### config.mk
export PLATFORM = sky130hd
export DESIGN_NAME = otp_wiper_store_reset_shutdown
export DESIGN_NICKNAME = d
export VERILOG_FILES = /design/src/design/rheo_pkg.sv /design/src/design/tap_if.sv /design/src/design/otp_wiper_store_reset_shutdown.sv /design/src/design/wiper_tap_decoder.sv
export SDC_FILE = /design/constraint.sdc
export NUM_CORES = 2
export LEC_CHECK = 0
export BUFFER_PORTS_ARGS = -buffer_cell sky130_fd_sc_hd__buf_2
export CAP_MARGIN = 15
export CORE_AREA = 2 2 440 442
export CTS_BUF_LIST = sky130_fd_sc_hd__clkbuf_16
export DETAILED_ROUTE_END_ITERATION = 12
export DIE_AREA = 0 0 442 444
export PLACE_DENSITY = 0.37
export SLEW_MARGIN = 20
export SYNTH_ARGS = -nofsm -noshare
export SYNTH_HDL_FRONTEND = slang
export SYNTH_SLANG_ARGS = --single-unit
### constraint.sdc
create_clock -name pclk -period 4.3 [get_ports pclk]
set_input_delay 0.43 -clock pclk [delete_from_list [all_inputs] [get_ports pclk]]
set_output_delay 0.43 -clock pclk [all_outputs]
set_load 0.02 [all_outputs]
### src/design/rheo_pkg.sv
package rheo_pkg;

    // ----------------------------------------
    // register byte offsets
    // ----------------------------------------
    localparam logic [7:0] CMD_OFS = 8'h00;
    localparam logic [7:0] READBACK_OFS = 8'h04;
    localparam logic [7:0] STAT_OFS = 8'h08;
    localparam logic [7:0] WIPER_OFS = 8'h0c;

    // ----------------------------------------
    // command frame layout
    // ----------------------------------------
    localparam int CMD_LSB = 10;
    localparam int CMD_W = 4;
    localparam int DATA_W = 10;
    localparam int FRAME_W = 16;
    localparam int ADDR_W = 6;

    // ----------------------------------------
    // nonvolatile wiper memory
    // ----------------------------------------
    localparam logic [5:0] OTP_NONE = 6'h00;
    localparam logic [5:0] OTP_FIRST = 6'h01;
    localparam logic [5:0] OTP_LAST = 6'h32;

    // ----------------------------------------
    // control register bits and reset value
    // ----------------------------------------
    localparam int CTRL_PROG_EN = 0;
    localparam int CTRL_WR_EN = 1;
    localparam int CTRL_CAL_DIS = 2;
    localparam int CTRL_PROG_OK = 3;
    localparam int CTRL_W = 4;
    localparam logic [3:0] CTRL_RST = 4'h0;

    // ----------------------------------------
    // status register bits
    // ----------------------------------------
    localparam int ST_BUSY = 0;
    localparam int ST_ACK = 1;
    localparam int ST_SHDN = 2;
    localparam int ST_CAL_DIS = 3;
    localparam int ST_LAST_LSB = 4;

    // ----------------------------------------
    // timing
    // ----------------------------------------
    localparam int CLK_PERIOD_NS = 10;
    localparam int PROG_TIME_NS = 100000;
    localparam int PROG_CYCLES = (PROG_TIME_NS + CLK_PERIOD_NS - 1) / CLK_PERIOD_NS;

    typedef enum logic [3:0] {
        CMD_NOP,
        CMD_WR_WIPER,
        CMD_RD_WIPER,
        CMD_STORE,
        CMD_SW_RESET,
        CMD_RD_OTP,
        CMD_RD_LAST,
        CMD_WR_CTRL,
        CMD_RD_CTRL,
        CMD_SHUTDOWN
    } cmd_t;

    typedef enum logic {
        IDLE,
        PROGRAMMING
    } state_t;

endpackage

### src/design/tap_if.sv
interface tap_if #(
    parameter int WIPER_W = 10
);
    logic [WIPER_W-1:0] code;
    logic [(1<<WIPER_W)-1:0] tap_sel;

    modport ctl (output code, input tap_sel);
    modport dec (input code, output tap_sel);
endinterface

### src/design/otp_wiper_store_reset_shutdown.sv
// Summary of operation
// - n-th store lands at address n, from one
// - at most fifty stores, last at address fifty
// - each store starts a write cycle, commands refused
// - address acknowledged only after write cycle ends
// - reset by command four or reset pin pulse
// - reset loads wiper from newest stored value
// - nothing stored: reset loads midscale
// - calibration bit selects mode, enabled by default
// - command nine with bit0 set shuts down
// - every command still runs during shutdown
// - command nine bit0 clear or reset wakes
// - wiper code selects exactly one tap
// - command four ignores data, reloads wiper
// - command nine bit0 picks shutdown or normal
// - calibration bit one off, zero on
// - command five returns location next frame
module otp_wiper_store_reset_shutdown #(
    parameter int WIPER_W = 10,
    parameter int PROG_CYCLES = rheo_pkg::PROG_CYCLES
) (
    input wire logic pclk,
    input wire logic presetn,
    input wire logic psel,
    input wire logic penable,
    input wire logic pwrite,
    input wire logic [7:0] paddr,
    input wire logic [31:0] pwdata,
    output logic [31:0] prdata,
    output logic pready,
    output logic pslverr,
    input wire logic hw_reset_n,
    output logic [WIPER_W-1:0] wiper_code,
    output logic [(1<<WIPER_W)-1:0] tap_sel,
    output logic terminal_a_connected,
    output logic calib_enable,
    output logic busy
);
    // ----------------------------------------
    // elaboration checks
    // ----------------------------------------
    generate
        if (WIPER_W != 8 && WIPER_W != 10) begin : g_bad_width
            $error("wiper width must be 8 or 10");
        end
        if (PROG_CYCLES < 1) begin : g_bad_prog
            $error("write cycle needs at least one clock");
        end
    endgenerate

    localparam int TW = $clog2(PROG_CYCLES + 1);
    localparam logic [WIPER_W-1:0] MIDSCALE = WIPER_W'(1 << (WIPER_W - 1));

    // ----------------------------------------
    // state
    // ----------------------------------------
    rheo_pkg::state_t state_r;
    logic [TW-1:0] timer_r;
    logic [WIPER_W-1:0] wiper_register_r;
    logic [WIPER_W-1:0] otp_wiper_memory_r [1:rheo_pkg::OTP_LAST];
    logic [rheo_pkg::ADDR_W-1:0] last_addr_r;
    logic [rheo_pkg::CTRL_W-1:0] ctrl_r;
    logic shutdown_r;
    logic [rheo_pkg::FRAME_W-1:0] serial_data_out_r;
    logic [31:0] prdata_r;
    logic rst_pin_s1_r;
    logic rst_pin_s2_r;
    logic rst_pin_s3_r;

    // ----------------------------------------
    // bus decode
    // ----------------------------------------
    logic wr_acc;
    logic addr_ok;
    logic cmd_go;
    logic cmd_refused;
    rheo_pkg::cmd_t cmd;
    logic [rheo_pkg::DATA_W-1:0] cmd_data;
    logic [rheo_pkg::ADDR_W-1:0] rd_addr;
    logic hw_pulse;
    logic do_reset;
    logic store_ok;
    logic [WIPER_W-1:0] otp_rd;
    logic [WIPER_W-1:0] reload_val;

    assign wr_acc = psel && penable && pwrite;
    assign addr_ok = (paddr == rheo_pkg::CMD_OFS) || (paddr == rheo_pkg::READBACK_OFS) ||
                     (paddr == rheo_pkg::STAT_OFS) || (paddr == rheo_pkg::WIPER_OFS);
    assign cmd = rheo_pkg::cmd_t'(pwdata[rheo_pkg::CMD_LSB +: rheo_pkg::CMD_W]);
    assign cmd_data = pwdata[rheo_pkg::DATA_W-1:0];
    // upper data bits are don't care for memory addressing
    assign rd_addr = cmd_data[rheo_pkg::ADDR_W-1:0];
    // command writes are refused with pslverr while the fuse write runs; reads are still served
    assign cmd_refused = wr_acc && (paddr == rheo_pkg::CMD_OFS) && (state_r != rheo_pkg::IDLE);
    assign cmd_go = wr_acc && (paddr == rheo_pkg::CMD_OFS) && (state_r == rheo_pkg::IDLE);

    assign pready = 1'b1;
    assign pslverr = psel && penable && (!addr_ok || cmd_refused);
    assign prdata = prdata_r;

    // ----------------------------------------
    // reset pin synchroniser and pulse detect
    // ----------------------------------------
    always_ff @(posedge pclk or negedge presetn) begin
        if (!presetn) begin
            rst_pin_s1_r <= 1'b1;
            rst_pin_s2_r <= 1'b1;
            rst_pin_s3_r <= 1'b1;
        end else begin
            rst_pin_s1_r <= hw_reset_n;
            rst_pin_s2_r <= rst_pin_s1_r;
            rst_pin_s3_r <= rst_pin_s2_r;
        end
    end

    // act once, on the falling edge of the pin
    assign hw_pulse = rst_pin_s3_r && !rst_pin_s2_r;
    assign do_reset = hw_pulse || (cmd_go && cmd == rheo_pkg::CMD_SW_RESET);

    // ----------------------------------------
    // memory lookups
    // ----------------------------------------
    always_comb begin
        otp_rd = '0;
        if (rd_addr >= rheo_pkg::OTP_FIRST && rd_addr <= rheo_pkg::OTP_LAST) begin
            otp_rd = otp_wiper_memory_r[rd_addr];
        end
    end

    always_comb begin
        reload_val = MIDSCALE;
        if (last_addr_r != rheo_pkg::OTP_NONE) begin
            reload_val = otp_wiper_memory_r[last_addr_r];
        end
    end

    assign store_ok = cmd_go && (cmd == rheo_pkg::CMD_STORE) && ctrl_r[rheo_pkg::CTRL_PROG_EN] &&
                      (last_addr_r != rheo_pkg::OTP_LAST);

    // ----------------------------------------
    // write cycle sequencer
    // ----------------------------------------
    always_ff @(posedge pclk or negedge presetn) begin
        if (!presetn) begin
            state_r <= rheo_pkg::IDLE;
            timer_r <= '0;
        end else begin
            unique case (state_r)
                rheo_pkg::IDLE: begin
                    if (store_ok) begin
                        state_r <= rheo_pkg::PROGRAMMING;
                        timer_r <= TW'(PROG_CYCLES - 1);
                    end
                end
                rheo_pkg::PROGRAMMING: begin
                    if (timer_r == '0) begin
                        state_r <= rheo_pkg::IDLE;
                    end else begin
                        timer_r <= timer_r - 1'b1;
                    end
                end
            endcase
        end
    end

    // ----------------------------------------
    // nonvolatile memory and fill pointer
    // ----------------------------------------
    // flops stand in for fuses, so they only clear at power-on reset
    always_ff @(posedge pclk or negedge presetn) begin
        if (!presetn) begin
            last_addr_r <= rheo_pkg::OTP_NONE;
            for (int i = 1; i <= rheo_pkg::OTP_LAST; i++) begin
                otp_wiper_memory_r[i] <= '0;
            end
        end else if (store_ok) begin
            otp_wiper_memory_r[last_addr_r + 1'b1] <= wiper_register_r;
            last_addr_r <= last_addr_r + 1'b1;
        end
    end

    // ----------------------------------------
    // wiper register
    // ----------------------------------------
    always_ff @(posedge pclk or negedge presetn) begin
        if (!presetn) begin
            wiper_register_r <= MIDSCALE;
        end else if (do_reset) begin
            wiper_register_r <= reload_val;
        end else if (cmd_go && cmd == rheo_pkg::CMD_WR_WIPER && ctrl_r[rheo_pkg::CTRL_WR_EN]) begin
            // narrow variant takes the top bits, low two are don't care
            wiper_register_r <= cmd_data[rheo_pkg::DATA_W-1 -: WIPER_W];
        end
    end

    // ----------------------------------------
    // control register
    // ----------------------------------------
    always_ff @(posedge pclk or negedge presetn) begin
        if (!presetn) begin
            ctrl_r <= rheo_pkg::CTRL_RST;
        end else begin
            if (cmd_go && cmd == rheo_pkg::CMD_WR_CTRL) begin
                ctrl_r[rheo_pkg::CTRL_CAL_DIS:0] <= cmd_data[rheo_pkg::CTRL_CAL_DIS:0];
            end
            // success flag drops at launch, rises when the cycle completes
            if (store_ok) begin
                ctrl_r[rheo_pkg::CTRL_PROG_OK] <= 1'b0;
            end else if (state_r == rheo_pkg::PROGRAMMING && timer_r == '0) begin
                ctrl_r[rheo_pkg::CTRL_PROG_OK] <= 1'b1;
            end
        end
    end

    // ----------------------------------------
    // shutdown
    // ----------------------------------------
    always_ff @(posedge pclk or negedge presetn) begin
        if (!presetn) begin
            shutdown_r <= 1'b0;
        end else if (do_reset) begin
            shutdown_r <= 1'b0;
        end else if (cmd_go && cmd == rheo_pkg::CMD_SHUTDOWN) begin
            shutdown_r <= cmd_data[0];
        end
    end

    // ----------------------------------------
    // readback frame
    // ----------------------------------------
    // with no read pending the next frame echoes the command word
    always_ff @(posedge pclk or negedge presetn) begin
        if (!presetn) begin
            serial_data_out_r <= '0;
        end else if (cmd_go) begin
            serial_data_out_r <= pwdata[rheo_pkg::FRAME_W-1:0];
            unique case (cmd)
                rheo_pkg::CMD_RD_WIPER: begin
                    serial_data_out_r <= '0;
                    serial_data_out_r[rheo_pkg::DATA_W-1 -: WIPER_W] <= wiper_register_r;
                end
                rheo_pkg::CMD_RD_OTP: begin
                    serial_data_out_r <= '0;
                    serial_data_out_r[rheo_pkg::DATA_W-1 -: WIPER_W] <= otp_rd;
                end
                rheo_pkg::CMD_RD_LAST: begin
                    serial_data_out_r <= {{(rheo_pkg::FRAME_W - rheo_pkg::ADDR_W){1'b0}}, last_addr_r};
                end
                rheo_pkg::CMD_RD_CTRL: begin
                    serial_data_out_r <= {{(rheo_pkg::FRAME_W - rheo_pkg::CTRL_W){1'b0}}, ctrl_r};
                end
                default: begin
                end
            endcase
        end
    end

    // ----------------------------------------
    // bus read data, captured in the setup cycle
    // ----------------------------------------
    always_ff @(posedge pclk or negedge presetn) begin
        if (!presetn) begin
            prdata_r <= '0;
        end else if (psel && !penable && !pwrite) begin
            prdata_r <= '0;
            unique case (paddr)
                rheo_pkg::READBACK_OFS: begin
                    prdata_r[rheo_pkg::FRAME_W-1:0] <= serial_data_out_r;
                end
                rheo_pkg::STAT_OFS: begin
                    prdata_r[rheo_pkg::ST_BUSY] <= (state_r != rheo_pkg::IDLE);
                    prdata_r[rheo_pkg::ST_ACK] <= (state_r == rheo_pkg::IDLE);
                    prdata_r[rheo_pkg::ST_SHDN] <= shutdown_r;
                    prdata_r[rheo_pkg::ST_CAL_DIS] <= ctrl_r[rheo_pkg::CTRL_CAL_DIS];
                    prdata_r[rheo_pkg::ST_LAST_LSB +: rheo_pkg::ADDR_W] <= last_addr_r;
                end
                rheo_pkg::WIPER_OFS: begin
                    prdata_r[WIPER_W-1:0] <= wiper_register_r;
                end
                rheo_pkg::CMD_OFS: begin
                    prdata_r[rheo_pkg::CTRL_W-1:0] <= ctrl_r;
                end
                default: begin
                end
            endcase
        end
    end

    // ----------------------------------------
    // analog-facing outputs
    // ----------------------------------------
    tap_if #(.WIPER_W(WIPER_W)) taps ();

    assign taps.code = wiper_register_r;

    wiper_tap_decoder #(.WIPER_W(WIPER_W)) u_dec (
        .taps(taps)
    );

    assign tap_sel = taps.tap_sel;
    assign wiper_code = wiper_register_r;
    assign terminal_a_connected = !shutdown_r;
    assign calib_enable = !ctrl_r[rheo_pkg::CTRL_CAL_DIS];
    assign busy = (state_r != rheo_pkg::IDLE);
endmodule

### src/design/wiper_tap_decoder.sv
module wiper_tap_decoder #(
    parameter int WIPER_W = 10
) (
    tap_if.dec taps
);
    // ----------------------------------------
    // one-hot tap select
    // ----------------------------------------
    genvar i;
    generate
        for (i = 0; i < (1 << WIPER_W); i++) begin : g_tap
            assign taps.tap_sel[i] = (taps.code == WIPER_W'(i));
        end
    endgenerate
endmodule

==> results.cfg <==
[floorplan]
ioPinCount = 1117
die_h_um = 444
die_w_um = 442
dieArea_um2 = 196000
initial_core_util = 0.193
core_area_um2 = 192000
rows = 161

[timing]
finalSetupViolCount = 0
hold_slack_ns = 0.0588
setup_ws_ns = 0.199
max_freq_ghz = 0.244
max_slew_margin = 0.196
setup-tns-final_ns = 0
max_slew.worst_pin.slew_ns = 1.20
skew_ns = 0.0430
post-route-period-util = 0.954
hold_violations = 0
maxSlewViolCount = 0
rsz0062_at_grt = no
period_needed_ns = 4.10

[logic_synthesis]
syn_avg_cell_area_um2 = 9.67
synth_seq_cells = 571
yosysMostFrequentCell = nor2_1
synth_ff_type = dfrtp_1
synth_warnings = 0
synth.cell_area_um2 = 36900
ys_seq_area_frac = 0.388
ys_async_sr_fraction = 1.00
ys_top_cells_by_area = dfrtp_1, mux2_2, mux4_2
yosys.area.top_type = dfrtp_1
synth_top_cell_area_share = 0.385
synth_cells = 3814
synth_common_cells = nor2_1, dfrtp_1, mux2_2, nand2_1, clkbuf_1
synth_edf_count = 0
synth_cell_type_count = 84

[final_layout]
fillers = 21000
final_area_um2 = 48500
drive_gt1_frac = 0.460
fin_nets = 4916
area_delta_synth_final_pct = 31.5

[critical_path]
slowest_stage = nand2_1
path_max_fanout = 16
critPathArrivalTime_ns = 3.67
start_kind = flip-flop
crit_path_end_kind = primary output
crit_chain = nand2_1 -> nor3_2 -> nand2_1 -> nor2_1 -> buf_4 -> buf_2
path_common_cell = nand2_1
required_ns = 3.87
path_class = flip-flop to primary output
cpPeakStageDelay_ns = 0.73

[drt]
routed_wl_um = 301000
wire_per_inst_um = 40.3
route.detailed.vias_per_inst = 5.06
drc_errors = 0
drt-pass1-iter-count = 5
drtIter0Drc = 4212
num_vias = 37800
ant_nets = 0

[run]
drv_cap = 0

[global_route]
grt_pass1_vias = 35200
grt_pass1_wl_um = 383000
overflow = 0
grt_max_degree = 117
grt.total_usage = 0.296
antenna_found_initial = 49

[placed_design]
place_hpwl_um = 234000
gp_congestion = 0.961
place_ws_ns = 0.879
dpl-instance-area_um2 = 46300
port_buffers = 1083

[clock_tree]
numClockSinks = 571
clk_latency_ns = 0.68
cts_tree = built
htree_levels = 3
ctsRootBufferMaster = clkbuf_16
clk_pin_slew_ns = 0.06
cts_buffers = 70
clk_path_buf_depth = 3
cts_setup_buffers = 0

[power_and_ir_drop]
ir_worst_vdd_mv = 0.252
power.density_nw_per_um2 = 243
p_leak_nw = 23.7

[hold_path]
hp-class = input pin to flip-flop

[outcome]
status = completed
logic make-up after synthesis:
family | Yosys count | synth area share
mux | 813 | 0.314
buf+inv | 381 | 0.0434
compound gates | 279 | 0.0529
xor+xnor | 16 | 0.00431
flops | 571 | 0.388
simple gates | 1747 | 0.196
other cells | 2 | 0.000204
fa+ha+maj | 5 | 0.00170
power by group:
part	leakage, nW	switching, mW	internal (mW)	total (mW)
clock network	1.08	2.59	3.05	5.64
registers	7.88	0.0147	5.38	5.40
logic	14.8	0.581	0.180	0.761
worst max-delay path, delay by kind of cell, from the launching register on:
kind	cells	cell delay, ns
flops	1	0.58
buf+inv	2	0.45
simple gates	4	1.95
path summary, 6_finish.rpt:
check	from	endpoint	slack [ns]	cells past startpoint
min in group asynchronous	presetn	otp_wiper_memory_r[358]	0.47	2
max in group asynchronous	presetn	prdata[12]	2.69	3
min	pwdata[9]	wiper_code[9]	0.06	3
min reg2reg	rst_pin_s1_r	rst_pin_s2_r	0.36	0
max	wiper_code[6]	tap_sel[96]	0.20	6
max reg2reg	last_addr_r[0]	otp_wiper_memory_r[170]	0.81	8
sequential cells by signal, summed over array words and instances (netlist names), 4 cells and up:
signal              flops
ctrl_r                  4
last_addr_r             6
otp_wiper_memory_r    500
prdata                 16
serial_data_out_r      16
timer_r                14
wiper_code             10
timing repair:
action | 4_1_cts | 5_1_grt
hold buffers | 4 | 0
endpoints found under the hold margin | 92 | 0
endpoints found under the setup margin | 0 | 1
gates resized for setup | 0 | 1
cell usage in the layout (no fill, tap or decap), types with 13 or more instances in the layout:
cell / instances
nor2_1: 1097
buf_2: 1080
dfrtp_1: 555
mux2_2: 516
nand2_1: 397
mux4_2: 221
buf_4: 217
clkbuf_16: 70
mux2i_1: 61
o21ai_0: 60
a21oi_1: 43
nand3_1: 36
a22oi_1: 35
inv_1: 34
diode_2: 29
nor2b_1: 28
nand2_2: 27
buf_12: 23
o211ai_1: 19
nand2b_1: 18
clkinv_1: 18
conb_1: 17
nor2_2: 16
nor3_1: 15
mux2_1: 15
a211oi_1: 15
nor3_2: 14
a22o_1: 14
o22ai_1: 13
area by class of cell:
type | count | area [um2] | share of cell area
Multi-Input combinational cell | 2877 | 21200 | 0.437
Sequential cell | 571 | 14300 | 0.295
Antenna cell | 29 | 72.6 | 0.00150
Clock inverter | 53 | 365 | 0.00753
Inverter | 18 | 67.6 | 0.00139
Timing Repair Buffer | 1327 | 7570 | 0.156
Tap cell | 2526 | 3160 | 0.0652
Clock buffer | 70 | 1750 | 0.0361
through the flow:
step | instances | utilization | total power [mW]
2_1_floorplan | 3829 | - | 5.87
3_3_place_gp | 7315 | 0.241 | 6.25
3_5_place_dp | 7315 | 0.241 | 6.25
4_1_cts | 7442 | 0.253 | 12.0
5_1_grt | 7444 | 0.253 | 12.2
6_report | 7471 | 0.253 | 11.8
per-layer routing:
metal  global-route usage  up-vias  part of all wire  wire, um
met4                0.157       22             0.063     18900
met3               0.0801      447             0.073     22100
li1                     -    15400                 -         -
met2                0.432     2010              0.42    127000
met5                    0        -            0.0012       357
met1                0.397    20000              0.44    132000
(Power assumes the default switching activity.)
